File: config.mk
export PLATFORM = sky130hd
export DESIGN_NAME = ccs_core
export DESIGN_NICKNAME = d
export VERILOG_FILES = /design/src/core/ccs_pkg.sv /design/src/core/ccs_core.sv
export SDC_FILE = /design/constraint.sdc
export NUM_CORES = 1
export LEC_CHECK = 0
export ABC_CLOCK_PERIOD_IN_PS = 4100
export BUFFER_PORTS_ARGS = -buffer_cell sky130_fd_sc_hd__buf_2
export CAP_MARGIN = 15
export CORE_MARGIN = 5
export CORE_UTILIZATION = 36
export CTS_CLUSTER_DIAMETER = 40
export DETAILED_ROUTE_END_ITERATION = 16
export PLACE_DENSITY_LB_ADDON = 0.25
export SYNTH_ARGS = -nofsm -noshare
export SYNTH_HDL_FRONTEND = slang
export SYNTH_SLANG_ARGS = --single-unit
File: constraint.sdc
create_clock -name clock_in -period 4.1 [get_ports clock_in]
set_input_delay 0.205 -clock clock_in [delete_from_list [all_inputs] [get_ports clock_in]]
set_output_delay 0.205 -clock clock_in [all_outputs]
set_load 0.03 [all_outputs]
File: src/core/ccs_pkg.sv
/*
  Shared constants and types for the clock-synchronous serial transfer block.
  Assumes a 32-bit APB master and a 12-bit byte address.
*/
package ccs_pkg;
  // ----------------------------------------------------------------------
  // Register map
  // ----------------------------------------------------------------------
  localparam logic [11:0] CCS_OFF_CTRL = 12'h000;
  localparam logic [11:0] CCS_OFF_TRIG = 12'h004;
  localparam logic [11:0] CCS_OFF_DATA = 12'h008;

  localparam int CCS_CTRL_PIN_EN = 0;
  localparam int CCS_CTRL_MODE_LO = 1;
  localparam int CCS_CTRL_MODE_HI = 2;
  localparam int CCS_CTRL_SRC_LO = 3;
  localparam int CCS_CTRL_SRC_HI = 4;
  localparam int CCS_CTRL_PAR_EN = 5;
  localparam int CCS_CTRL_ORDER = 6;
  localparam int CCS_CTRL_TX_EN = 7;
  localparam int CCS_CTRL_RX_EN = 8;

  localparam int CCS_TRIG_TX = 0;
  localparam int CCS_TRIG_RX = 1;
  localparam int CCS_TRIG_TX_DONE = 2;
  localparam int CCS_TRIG_RX_DONE = 3;

  // ----------------------------------------------------------------------
  // Pins, modes and counts
  // ----------------------------------------------------------------------
  localparam int CCS_PIN_SIN = 0;
  localparam int CCS_PIN_SOUT = 1;
  localparam int CCS_PIN_SCLK = 2;
  localparam int CCS_PIN_SRDY = 3;

  localparam logic [1:0] CCS_MODE_MASTER = 2'h0;
  localparam logic [1:0] CCS_MODE_SLAVE = 2'h1;
  localparam logic [2:0] CCS_DIV_LAST = 3'h7;
  localparam logic [3:0] CCS_LAST_BIT = 4'h7;

  typedef enum logic [1:0] {
    CCS_IDLE = 2'b00,
    CCS_TX = 2'b01,
    CCS_RX = 2'b10
  } ccs_phase_t;

  typedef struct packed {
    logic [3:0] data;
    logic [3:0] oe;
  } ccs_pins_t;

  typedef struct packed {
    logic pin_en;
    logic [1:0] mode;
    logic [1:0] clk_src;
    logic par_en;
    logic order;
    logic tx_en;
    logic rx_en;
    logic [7:0] tx_byte;
    logic [7:0] rx_buf;
    logic [7:0] shreg;
    logic [3:0] bit_cnt;
    logic [2:0] div_cnt;
    ccs_phase_t phase;
    logic tx_done;
    logic rx_done;
    logic sclk;
    logic sclk_prev;
    logic ready;
    logic sout;
    logic [31:0] prdata;
  } ccs_state_t;

  localparam ccs_state_t CCS_STATE_RST = '{
    phase: CCS_IDLE,
    sclk: 1'b1,
    sclk_prev: 1'b1,
    ready: 1'b1,
    sout: 1'b1,
    default: '0
  };
endpackage : ccs_pkg

File: src/core/ccs_core.sv
/*
  Clock-synchronous serial transfer channel with an APB register slave.
  Assumes all pin inputs and source ticks are synchronous to clock_in.
*/
// Our own choices: the placing of the registers and the APB interface to the registers.
// Summary of operation
// - One transfer moves exactly eight bits.
// - Master divides selected source by sixteen.
// - Slave uses external shift clock directly.
// - Half duplex only, never both directions.
// - Bit order selects LSB or MSB first.
// - Mode 00 master, mode 01 slave.
// - Parity setting ignored in synchronous mode.
// - Pins are general ports until enabled.
// - Transmit trigger starts clock or awaits master.
// - Output bit shifts on falling edge.
// - Output holds last bit until next send.
// - Sent word sets transmit done flag.
// - Receive trigger starts clock or awaits master, samples rising.
// - Eighth rising edge buffers byte, sets flag.
// - Slave ready low when ready, high busy.
// - Ready falls on trigger, rises first fall.
// - Master mode leaves ready pin general.
// - Trigger reads one while operation runs.
`timescale 1ns/1ps
module ccs_core (
  input wire logic clock_in,
  input wire logic reset_n_in,
  input wire logic psel_in,
  input wire logic penable_in,
  input wire logic pwrite_in,
  input wire logic [11:0] paddr_in,
  input wire logic [31:0] pwdata_in,
  output logic [31:0] prdata_out,
  output logic pready_out,
  output logic pslverr_out,
  input wire logic [3:0] clk_src_tick_in,
  input wire logic [3:0] pins_in,
  input wire ccs_pkg::ccs_pins_t port_in,
  output ccs_pkg::ccs_pins_t pins_out
);
  ccs_pkg::ccs_state_t state_ff;
  ccs_pkg::ccs_state_t nxt_state;
  logic is_master;
  logic is_slave;
  logic sync_ok;
  logic tick;
  logic fall;
  logic rise;
  logic start_tx;
  logic start_rx;
  logic wr_acc;
  logic rd_setup;
  logic [7:0] rx_shift;
  logic [7:0] tx_shift;
  logic out_bit;

  // ----------------------------------------------------------------------
  // Bus slave
  // ----------------------------------------------------------------------
  // Read data is captured in the setup cycle, so every access ends in one cycle.
  // Unmapped offsets raise the error response and read back as zero.
  assign pready_out = 1'b1;
  assign wr_acc = psel_in & penable_in & pwrite_in;
  assign rd_setup = psel_in & ~penable_in & ~pwrite_in;
  assign pslverr_out = psel_in & penable_in & (paddr_in != ccs_pkg::CCS_OFF_CTRL)
    & (paddr_in != ccs_pkg::CCS_OFF_TRIG) & (paddr_in != ccs_pkg::CCS_OFF_DATA);
  assign prdata_out = state_ff.prdata;

  // ----------------------------------------------------------------------
  // Shift engine
  // ----------------------------------------------------------------------
  always_comb begin
    nxt_state = state_ff;
    is_master = state_ff.mode == ccs_pkg::CCS_MODE_MASTER;
    is_slave = state_ff.mode == ccs_pkg::CCS_MODE_SLAVE;
    sync_ok = state_ff.pin_en & (is_master | is_slave);
    tick = clk_src_tick_in[state_ff.clk_src];
    fall = 1'b0;
    rise = 1'b0;
    start_tx = 1'b0;
    start_rx = 1'b0;
    // Parity enable is stored for software only; nothing here reads it.
    out_bit = state_ff.order ? state_ff.shreg[7] : state_ff.shreg[0];
    tx_shift = state_ff.order ? {state_ff.shreg[6:0], 1'b0} : {1'b0, state_ff.shreg[7:1]};
    rx_shift = state_ff.order ? {state_ff.shreg[6:0], pins_in[ccs_pkg::CCS_PIN_SIN]}
      : {pins_in[ccs_pkg::CCS_PIN_SIN], state_ff.shreg[7:1]};
    nxt_state.sclk_prev = pins_in[ccs_pkg::CCS_PIN_SCLK];

    if (state_ff.phase != ccs_pkg::CCS_IDLE) begin
      if (is_master) begin
        // Eight source ticks per half period give the divide by sixteen.
        if (tick) begin
          nxt_state.div_cnt = state_ff.div_cnt + 3'h1;
          if (state_ff.div_cnt == ccs_pkg::CCS_DIV_LAST) begin
            nxt_state.sclk = ~state_ff.sclk;
            fall = state_ff.sclk;
            rise = ~state_ff.sclk;
          end
        end
      end else begin
        // The source select plays no part here.
        fall = state_ff.sclk_prev & ~pins_in[ccs_pkg::CCS_PIN_SCLK];
        rise = ~state_ff.sclk_prev & pins_in[ccs_pkg::CCS_PIN_SCLK];
      end
    end

    if (fall & is_slave) begin
      nxt_state.ready = 1'b1;
    end
    if (fall & (state_ff.phase == ccs_pkg::CCS_TX)) begin
      nxt_state.sout = out_bit;
      nxt_state.shreg = tx_shift;
    end

    // ----- Register writes; flag clears come before the sets below. -----
    if (wr_acc) begin
      if (paddr_in == ccs_pkg::CCS_OFF_CTRL) begin
        nxt_state.pin_en = pwdata_in[ccs_pkg::CCS_CTRL_PIN_EN];
        nxt_state.mode = pwdata_in[ccs_pkg::CCS_CTRL_MODE_HI:ccs_pkg::CCS_CTRL_MODE_LO];
        nxt_state.clk_src = pwdata_in[ccs_pkg::CCS_CTRL_SRC_HI:ccs_pkg::CCS_CTRL_SRC_LO];
        nxt_state.par_en = pwdata_in[ccs_pkg::CCS_CTRL_PAR_EN];
        nxt_state.order = pwdata_in[ccs_pkg::CCS_CTRL_ORDER];
        nxt_state.tx_en = pwdata_in[ccs_pkg::CCS_CTRL_TX_EN];
        nxt_state.rx_en = pwdata_in[ccs_pkg::CCS_CTRL_RX_EN];
      end else if (paddr_in == ccs_pkg::CCS_OFF_TRIG) begin
        if (pwdata_in[ccs_pkg::CCS_TRIG_TX_DONE]) begin
          nxt_state.tx_done = 1'b0;
        end
        if (pwdata_in[ccs_pkg::CCS_TRIG_RX_DONE]) begin
          nxt_state.rx_done = 1'b0;
        end
        // A trigger is refused while any transfer runs, so the line stays half duplex.
        if (sync_ok & (state_ff.phase == ccs_pkg::CCS_IDLE)) begin
          start_tx = pwdata_in[ccs_pkg::CCS_TRIG_TX] & state_ff.tx_en;
          start_rx = pwdata_in[ccs_pkg::CCS_TRIG_RX] & state_ff.rx_en & ~start_tx;
        end
      end else if (paddr_in == ccs_pkg::CCS_OFF_DATA) begin
        nxt_state.tx_byte = pwdata_in[7:0];
      end
    end

    if (rise) begin
      nxt_state.bit_cnt = state_ff.bit_cnt + 4'h1;
      case (state_ff.phase)
        ccs_pkg::CCS_TX: begin
          if (state_ff.bit_cnt == ccs_pkg::CCS_LAST_BIT) begin
            nxt_state.phase = ccs_pkg::CCS_IDLE;
            nxt_state.tx_done = 1'b1;
          end
        end
        ccs_pkg::CCS_RX: begin
          nxt_state.shreg = rx_shift;
          if (state_ff.bit_cnt == ccs_pkg::CCS_LAST_BIT) begin
            nxt_state.phase = ccs_pkg::CCS_IDLE;
            nxt_state.rx_buf = rx_shift;
            nxt_state.rx_done = 1'b1;
          end
        end
        default: begin
          nxt_state.phase = ccs_pkg::CCS_IDLE;
        end
      endcase
    end

    // Dropping the matching enable abandons the word in flight.
    if (((state_ff.phase == ccs_pkg::CCS_TX) & ~nxt_state.tx_en)
        | ((state_ff.phase == ccs_pkg::CCS_RX) & ~nxt_state.rx_en)) begin
      nxt_state.phase = ccs_pkg::CCS_IDLE;
      nxt_state.sclk = 1'b1;
      // Nothing is pending any more, so a slave must not keep claiming to be ready.
      nxt_state.ready = 1'b1;
    end

    if (start_tx | start_rx) begin
      nxt_state.phase = start_tx ? ccs_pkg::CCS_TX : ccs_pkg::CCS_RX;
      nxt_state.shreg = start_tx ? state_ff.tx_byte : 8'h00;
      nxt_state.bit_cnt = 4'h0;
      nxt_state.div_cnt = 3'h0;
      nxt_state.sclk = 1'b1;
      if (is_slave) begin
        nxt_state.ready = 1'b0;
      end
    end

    if (rd_setup) begin
      if (paddr_in == ccs_pkg::CCS_OFF_CTRL) begin
        nxt_state.prdata = {23'h000000, state_ff.rx_en, state_ff.tx_en, state_ff.order,
          state_ff.par_en, state_ff.clk_src, state_ff.mode, state_ff.pin_en};
      end else if (paddr_in == ccs_pkg::CCS_OFF_TRIG) begin
        nxt_state.prdata = {28'h0000000, state_ff.rx_done, state_ff.tx_done,
          state_ff.phase == ccs_pkg::CCS_RX, state_ff.phase == ccs_pkg::CCS_TX};
      end else if (paddr_in == ccs_pkg::CCS_OFF_DATA) begin
        nxt_state.prdata = {24'h000000, state_ff.rx_buf};
      end else begin
        nxt_state.prdata = 32'h00000000;
      end
    end
  end

  always_ff @(posedge clock_in or negedge reset_n_in) begin
    if (!reset_n_in) begin
      state_ff <= ccs_pkg::CCS_STATE_RST;
    end else begin
      state_ff <= nxt_state;
    end
  end

  // ----------------------------------------------------------------------
  // Pin multiplexing
  // ----------------------------------------------------------------------
  // The ready pin stays with the port in master mode so software can sense the slave.
  always_comb begin
    pins_out = port_in;
    if (state_ff.pin_en) begin
      pins_out.data[ccs_pkg::CCS_PIN_SIN] = 1'b0;
      pins_out.oe[ccs_pkg::CCS_PIN_SIN] = 1'b0;
      pins_out.data[ccs_pkg::CCS_PIN_SOUT] = state_ff.sout;
      pins_out.oe[ccs_pkg::CCS_PIN_SOUT] = 1'b1;
      pins_out.data[ccs_pkg::CCS_PIN_SCLK] = state_ff.sclk;
      pins_out.oe[ccs_pkg::CCS_PIN_SCLK] = is_master;
      if (is_slave) begin
        pins_out.data[ccs_pkg::CCS_PIN_SRDY] = state_ff.ready;
        pins_out.oe[ccs_pkg::CCS_PIN_SRDY] = 1'b1;
      end
    end
  end
endmodule : ccs_core

==> impl_metrics.ini, run 1 <==
[cts]
cts_sinks = 57
postCtsSetupBuffers = 0
cts_root_buf = clkbuf_8
clk_latency_ps = 330
ctsResizeCount = 0
cts_buffer_depth = 2
htree_levels = 3
clk_pin_slew_ps = 70
cts_tree = built
cts_buffers = 9

[critical_path]
crit_slowest_cell = o211ai_1
cpPeakStageDelay_ps = 710
r2r-start = state_ff[40]$_DFFE_PN0P_
path_buf_inv = 0
crit_fanout = 12
crit_arrival_ps = 2660
worst_r2r_path_depth = 7
path_delay_family = compound AO/OA/AOI/OAI gates
path_cells = ha_1 -> ha_1 -> nor4b_1 -> a22oi_1 -> o211ai_1 -> and2_1 -> o21ai_0
cp_data_required_time_ps = 4310
ff2ff_setup_slack_ps = 1650
r2r-end = state_ff[48]$_DFF_PN0_
cp-start-kind = flop
critical_path_class = flop to flop
endpoint_kind = flop
crit_top_cell = ha_1

[global_route]
grt_max_degree = 58
grt_pass1_wl_um = 12300
grt_overflow_total = 0
antenna_found_initial = 0
grt_pass1_vias = 2410
grt_use_total = 0.140

[timing]
finalCriticalPeriod_ps = 2450
setup_viol = 0
worst_pin_slew_ps = 1060
skew_ps = 7.90
rsz0062_at_grt = no
setup-tns-final_ps = 0
final_max_slew_viol_count = 0
min_period_over_period = 0.598
fmax_mhz = 408
holdWs_ps = -1.24
maxSlewHeadroom = 0.287
hold_violations = 1

[finish]
post-route-util = 0.417
drive_gt1_frac = 0.323
antenna_cells = 0
area_delta_synth_final_pct = 12.0
finalNetCount = 432
final_area_um2 = 3670

[placement]
dp.final_hpwl_um = 5490
dpl-instance-area_um2 = 3470
port_buffers = 57
routabilityCongestion = 0.778

[run]
cap_violations = 0

[die]
start_util = 0.373
rows = 34
die_h_um = 105
io_pins = 107
core-area_um2 = 8810
dieArea_um2 = 11100
dieWidth_um = 105

[yosys]
synthArstFlopShare = 1.00
synth_edf_count = 0
ys_seq_area_frac = 0.436
synth_top_area_share = 0.404
avgSynthCellArea_um2 = 10.4
ys_warn_count = 0
synth_seq_cells = 57
syn-instance-count = 316
synthDistinctLibCells = 62
netlist_area_um2 = 3280
synth_top_area_cell = dfrtp_1
synthMostInstantiatedCell = dfrtp_1
synth_flop_cell = dfrtp_1
yosys-top-cells-count = dfrtp_1 (53), buf_4 (34), nand2_1 (28)
synthTopCellsByArea = dfrtp_1 (40%), buf_4 (7.8%), mux2_2 (7.2%)

[pwr]
power_leakage_nw = 1.73
p_per_area_nw_per_um2 = 323
ir_worst_vdd_v = 0.000122

[route]
via_per_inst = 5.07
ant_nets = 0
drc = 0
drt_iter0_markers = 78
vias = 2411
dr.pass1.iters = 4
routedWlPerCell_um = 15.7
drt_wl_total_um = 7470

[run_status]
status = complete, but fails checks
violations = negative hold slack

[hold_path]
hp-class = primary input to asynchronous set/reset pin
==> flip-flops by register name (all words and copies together), names as in the netlist <==
| signal | flops |
|---|---|
| prdata_out | 9 |
| state_ff | 48 |
==> stage by stage <==
step / hold WS, ps / setup slack (ps) / std cells / power, mW
floorplan: -90.6 / 2230 / 338 / 0.648
global placement: 331 / 1660 / 460 / 0.673
detailed placement: 333 / 1640 / 460 / 0.674
CTS: 36.4 / 1620 / 476 / 1.20
global route: 79.0 / 1330 / 476 / 1.23
finish: -1.24 / 1650 / 476 / 1.19
==> power breakdown <==
| part | internal (mW) | switching, mW | leakage (nW) |
|---|---|---|---|
| logic | 0.0263 | 0.0731 | 0.842 |
| clock network | 0.308 | 0.216 | 0.102 |
| registers | 0.564 | 0.000437 | 0.783 |
| total | 0.898 | 0.289 | 1.73 |
==> placed cells by master, fill, tap and decap left out, types with 2 or more instances in the layout <==
cell type / instances
nor2b_1: 6
nand3b_1: 2
o21ai_1: 4
mux2i_1: 18
a21o_1: 3
mux2_2: 21
nand3_1: 5
a31oi_1: 3
nand2b_1: 4
o21ai_0: 15
nand2_1: 28
and2b_2: 2
nand4b_1: 2
clkbuf_8: 11
ha_1: 3
inv_1: 2
a22oi_1: 2
xor2_1: 3
dfstp_2: 4
nor2_1: 22
dfrtp_1: 53
clkinv_2: 2
nand4_1: 4
o31ai_1: 4
or2_2: 4
and2_1: 6
a31o_2: 2
buf_2: 57
nor4_4: 2
a21oi_1: 12
conb_1: 24
o21bai_1: 6
==> metal layers <==
layer / global-route usage / wire [um] / share of wire / up-vias
met1: 0.186 / 3400 / 0.46 / 1161
met2: 0.214 / 3420 / 0.46 / 82
met5: 0 / 0 / 0 / -
li1: - / - / - / 1157
met3: 0.0379 / 507 / 0.068 / 11
met4: 0.0619 / 139 / 0.019 / 0
==> worst max path at each step <==
| stage | startpoint | end | depth (start not counted) |
|---|---|---|---|
| 2_1_floorplan | state_ff[40]$_DFFE_PN0P_ | state_ff[51]$_DFF_PN0_ | 8 |
| 3_3_place_gp | paddr_in[3] | state_ff[39]$_DFFE_PN0P_ | 6 |
| 3_5_place_dp | state_ff[40]$_DFFE_PN0P_ | state_ff[48]$_DFF_PN0_ | 7 |
| 4_1_cts | state_ff[40]$_DFFE_PN0P_ | state_ff[48]$_DFF_PN0_ | 7 |
| 5_1_grt | state_ff[40]$_DFFE_PN0P_ | state_ff[49]$_DFF_PN0_ | 7 |
| 6_report | state_ff[40]$_DFFE_PN0P_ | state_ff[48]$_DFF_PN0_ | 7 |
==> logic make-up after synthesis <==
| family | Yosys count | synth area share |
|---|---|---|
| and+or+nand+nor | 103 | 0.178 |
| xor gates and xnor gates | 4 | 0.0107 |
| DFF | 57 | 0.436 |
| buffers and inverters | 46 | 0.101 |
| muxes | 40 | 0.134 |
| AOI/OAI and AO/OA | 61 | 0.127 |
| other | 2 | 0.00229 |
| adders and majority gates | 3 | 0.0114 |
==> cell type report <==
| class | count | area [um2] |
|---|---|---|
| fill | 847 | 5130 |
| multi-input combinational | 235 | 1600 |
| clock buffer | 12 | 155 |
| tap | 108 | 135 |
| clock inverter | 3 | 40.0 |
| inverter | 2 | 7.51 |
| timing repair buffer | 59 | 303 |
| sequential | 57 | 1430 |
==> timing repair <==
item | 4_1_cts | 5_1_grt
endpoints found under the setup margin | 0 | 0
hold buffers | 1 | 0
endpoints found under the hold margin | 1 | 0
(Power assumes the default switching activity.)
==> run 2: changes to the inputs <==
Settings changed: ABC_CLOCK_PERIOD_IN_PS 4100 to 2200.
Clock period 4.1 ns to 2.2 ns, I/O delays scaled along.
==> run 2 against run 1 <==
The run now ends clean. Die area stayed put. Via count is 0.54% lower. Worst hold slack better by 19 ps. Routed wire length hardly changed. Non-clock buffer count is 7 higher. Clock power is 110% higher. Register-to-register slack worse by 1400 ps. Fmax is 26% higher. Core utilization is 1.2 points higher. Clock-buffer cell count is 3 higher. Sequential cell count stayed put.
==> impl_metrics.ini, run 2 (synthesis gave the netlist of run 1 again) <==
[run_status]
status = completed

[placement]
routabilityCongestion = 0.826
dp.final_hpwl_um = 5630
port_buffers = 57
dp_cells = 466

[cts]
cts_tree = built
clk_pin_slew_ps = 60
clk_latency_ps = 340
postCtsSetupBuffers = 0
cts_buffers = 9
cts_buffer_depth = 2
htree_levels = 3
cts_root_buf = clkbuf_8
cts_sinks = 57

[critical_path]
cp_data_required_time_ps = 2460
cp-start-kind = flop
startpoint = state_ff[76]$_DFFE_PN0P_
crit_arrival_ps = 2210
crit_fanout = 12
r2r-start = state_ff[76]$_DFFE_PN0P_
endpoint_kind = flop
critical_path_class = flop to flop

[timing]
hold_violations = 0
holdWs_ps = 17.9
rsz0062_at_grt = no
skew_ps = 12.1
final_max_slew_viol_count = 0
setup-tns-final_ps = 0
min_period_over_period = 0.886
setup_viol = 0
worst_pin_slew_ps = 609
fmax_mhz = 513
finalCriticalPeriod_ps = 1950
maxSlewHeadroom = 0.594

[pwr]
p_per_area_nw_per_um2 = 616
ir_worst_vdd_v = 0.000266
power_leakage_nw = 1.78

[finish]
regArea_um2 = 1430
mostFrequentLayoutCells = buf_2 (57), dfrtp_1 (53), nand2_1 (28), conb_1 (24), nor2_1 (22)
multi_input_area_um2 = 1610
drive_gt1_frac = 0.338
largest_reg_flops = 48
antenna_cells = 0
area_delta_synth_final_pct = 15.2
stdcell_count = 484
finalNetCount = 439
n_fill_cell = 889
largest-register = state_ff
final_common_cell = buf_2
post-route-util = 0.429

[route]
vias = 2398
dr.pass1.iters = 4
drt_wl_total_um = 7470
drt_iter0_markers = 111
via_per_inst = 4.95
routedWlPerCell_um = 15.4
drc = 0
ant_nets = 0

[die]
dieWidth_um = 105
core-area_um2 = 8810
start_util = 0.373
rows = 34
io_pins = 107
dieArea_um2 = 11100
die_h_um = 105

[run]
cap_violations = 0

[hold_path]
hp-class = primary input to flop
hold_start = pwdata_in[5]

[global_route]
grt_max_degree = 34
grt_overflow_total = 0
grt_pass1_wl_um = 12200
antenna_found_initial = 0
grt_use_total = 0.139
grt_pass1_vias = 2412
run 2: changes by cell type in the layout (fill, tap and decap cells not counted):
cell           delta
nor4b_1           -1
nor4b_2           +1
clkbuf_8          +3
buf_12            +1
buf_4             +5
clkinv_2          -2
dlygate4sd3_1     +1
run 2: stage by stage:
step	power (mW)	instance area, um2	worst slack, ps
6_report	2.33	3780	250
3_3_place_gp	1.26	3530	199
2_1_floorplan	1.21	3360	330
4_1_cts	2.35	3770	141
3_5_place_dp	1.26	3530	143
5_1_grt	2.41	3780	66.3
run 2: path summary, 6_finish.rpt:
check | endpoint | slack [ps] | depth (start not counted)
setup reg to reg | state_ff[49]$_DFF_PN0_ | 250 | 6
min in group asynchronous | state_ff[74]$_DFFE_PN0P_ | 310 | 2
max in group asynchronous | state_ff[49]$_DFF_PN0_ | 1300 | 3
setup / recovery | state_ff[49]$_DFF_PN0_ | 250 | 6
hold / removal | state_ff[74]$_DFFE_PN0P_ | 20 | 2
hold reg to reg | prdata_out[6]$_DFFE_PN0P_ | 470 | 2
run 2: power breakdown:
group          total (mW)  switching (mW)  internal (mW)
logic               0.192           0.138         0.0537
clock network        1.09           0.407          0.679
registers            1.05        0.000789           1.05
total                2.33           0.546           1.78
run 2: worst max-delay path, cell delays in order (launching register included):
cell and delay, ps:
dfrtp_1 390, mux4_2 600, a22oi_1 280, o211ai_1 130, buf_4 180, and2_1 140, o21ai_0 140
run 2: metal layers:
layer  global-route usage  part of all wire  vias up
met3               0.0367             0.060       12
li1                     -                 -     1178
met5                    0                 0        -
met1                0.187              0.47     1130
met4               0.0600             0.017        0
met2                0.209              0.45       78
run 2: final cells by class:
cell class	count	area share
multi-input combinational	235	0.426
sequential	57	0.379
timing repair buffer	66	0.0980
clock buffer	15	0.0520
tap	108	0.0357
clock inverter	1	0.00794
inverter	2	0.00199
run 2: repair_timing:
action,4_1_cts,5_1_grt
hold endpoints to repair,21,0
resized for setup,0,1
hold buffers,2,0
endpoints found under the setup margin,0,6
==> run 3: changes to the inputs <==
Settings changed: CORE_ASPECT_RATIO set to 1.75.
==> run 3 against run 2 <==
Critical path depth did not move. Core utilization about the same. Fmax is 4.6% lower. Clock skew shrank 4.3 ps. Design area up 2.0%. First-iteration DRC count is 36% lower. Die area increased by 0.67%.
==> impl_metrics.ini, run 3 (synthesis gave the netlist of run 1 again) <==
[finish]
drive_gt1_frac = 0.332
n_fill_cell = 909
stdcell_count = 499
area_delta_synth_final_pct = 17.4
mostFrequentLayoutCells = buf_2 (57), dfrtp_1 (53), nand2_1 (28), conb_1 (24), nor2_1 (22)
finalNetCount = 442
largest-register = state_ff
largest_reg_flops = 48
final_common_cell = buf_2
antenna_cells = 0

[die]
die_h_um = 136
core-area_um2 = 8980
start_util = 0.366
io_pins = 107
dieWidth_um = 82.2
rows = 46
dieArea_um2 = 11200

[route]
ant_nets = 0
drc = 0
routedWlPerCell_um = 15.8
drt_wl_total_um = 7890
dr.pass1.iters = 4
drt_iter0_markers = 71
vias = 2457
via_per_inst = 4.92

[critical_path]
r2r-start = state_ff[76]$_DFFE_PN0P_
crit_arrival_ps = 2270
crit_fanout = 12
cp-start-kind = flop
critical_path_class = flop to flop
endpoint_kind = flop
cp_data_required_time_ps = 2430
r2r-end = state_ff[49]$_DFF_PN0_
worst_r2r_path_depth = 6
ff2ff_setup_slack_ps = 160

[timing]
finalCriticalPeriod_ps = 2040
hold_violations = 0
setup-tns-final_ps = 0
skew_ps = 7.75
fmax_mhz = 489
worst_pin_slew_ps = 582
setup_viol = 0
min_period_over_period = 0.929
maxSlewHeadroom = 0.612
final_max_slew_viol_count = 0
rsz0062_at_grt = no

[cts]
cts_tree = built
cts_buffers = 9
clk_latency_ps = 320
cts_sinks = 57
cts_root_buf = clkbuf_16
htree_levels = 3
clk_pin_slew_ps = 50
cts_buffer_depth = 2

[global_route]
grt_use_total = 0.154
grt_pass1_vias = 2565
grt_overflow_total = 0
antenna_found_initial = 0
grt_pass1_wl_um = 12800
grt_max_degree = 58

[pwr]
fin_total_pwr_mw = 2.48
ir_worst_vdd_v = 0.000410
power_leakage_nw = 1.81
p_per_area_nw_per_um2 = 643

[run_status]
status = completed

[placement]
dp_cells = 481
dp.final_hpwl_um = 5990
routabilityCongestion = 0.791
port_buffers = 57

[hold_path]
hold-path-cell-count = 2
hold_end = state_ff[74]$_DFFE_PN0P_
hold_start = pwdata_in[5]
hp-class = primary input to flop

[run]
cap_violations = 0
run 3: stage by stage:
step | hold WS, ps | utilization | area [um2] | setup slack (ps)
final | 33.8 | 0.429 | 3850 | 156
after global routing | 30.9 | 0.429 | 3850 | 15.3
after CTS | 19.5 | 0.429 | 3850 | 114
after detailed placement | 141 | 0.397 | 3560 | 126
after global placement | 133 | 0.397 | 3560 | 222
after floorplan | -186 | - | 3360 | 330
run 3: worst max-delay path by stage:
stage | start | to | slack, ps | depth (start not counted)
2_1_floorplan | state_ff[40]$_DFFE_PN0P_ | state_ff[51]$_DFF_PN0_ | 330 | 8
3_3_place_gp | state_ff[40]$_DFFE_PN0P_ | state_ff[51]$_DFF_PN0_ | 220 | 8
3_5_place_dp | state_ff[40]$_DFFE_PN0P_ | state_ff[49]$_DFF_PN0_ | 130 | 8
4_1_cts | state_ff[40]$_DFFE_PN0P_ | state_ff[49]$_DFF_PN0_ | 110 | 8
5_1_grt | state_ff[76]$_DFFE_PN0P_ | state_ff[49]$_DFF_PN0_ | 20 | 6
6_report | state_ff[76]$_DFFE_PN0P_ | state_ff[49]$_DFF_PN0_ | 160 | 6
run 3: timing repair:
item                       in CTS  in global routing
buffers inserted                0                  0
resized for setup               0                  1
setup endpoints to repair       0                  3
hold endpoints to repair       54                  0
hold buffers                    2                  0
run 3: per-layer routing:
layer	routed length, um	track usage
met1	2970	0.166
met2	4250	0.273
met3	376	0.0298
met4	286	0.0860
met5	0	0
run 3: final cells by class:
class                      instances  area, um2  share of cell area
sequential                        57       1430               0.371
inverter                           2       7.51             0.00195
clock buffer                      15        258              0.0669
tap                              120        150              0.0390
clock inverter                     1       5.00             0.00130
timing repair buffer              69        393               0.102
multi-input combinational        235       1610               0.418
run 3: worst max-delay path, stage by stage, from the launching register on:
cell	delay [ps]
dfrtp_1	360
mux4_2	600
a22oi_1	340
o211ai_1	130
buf_4	190
and2_1	140
o21ai_0	190
run 3: where the power goes:
group	total, mW	internal (mW)	switching [mW]
clock	1.23	0.790	0.442
combinational	0.193	0.0540	0.139
sequential	1.05	1.05	0.000829
total	2.48	1.90	0.581
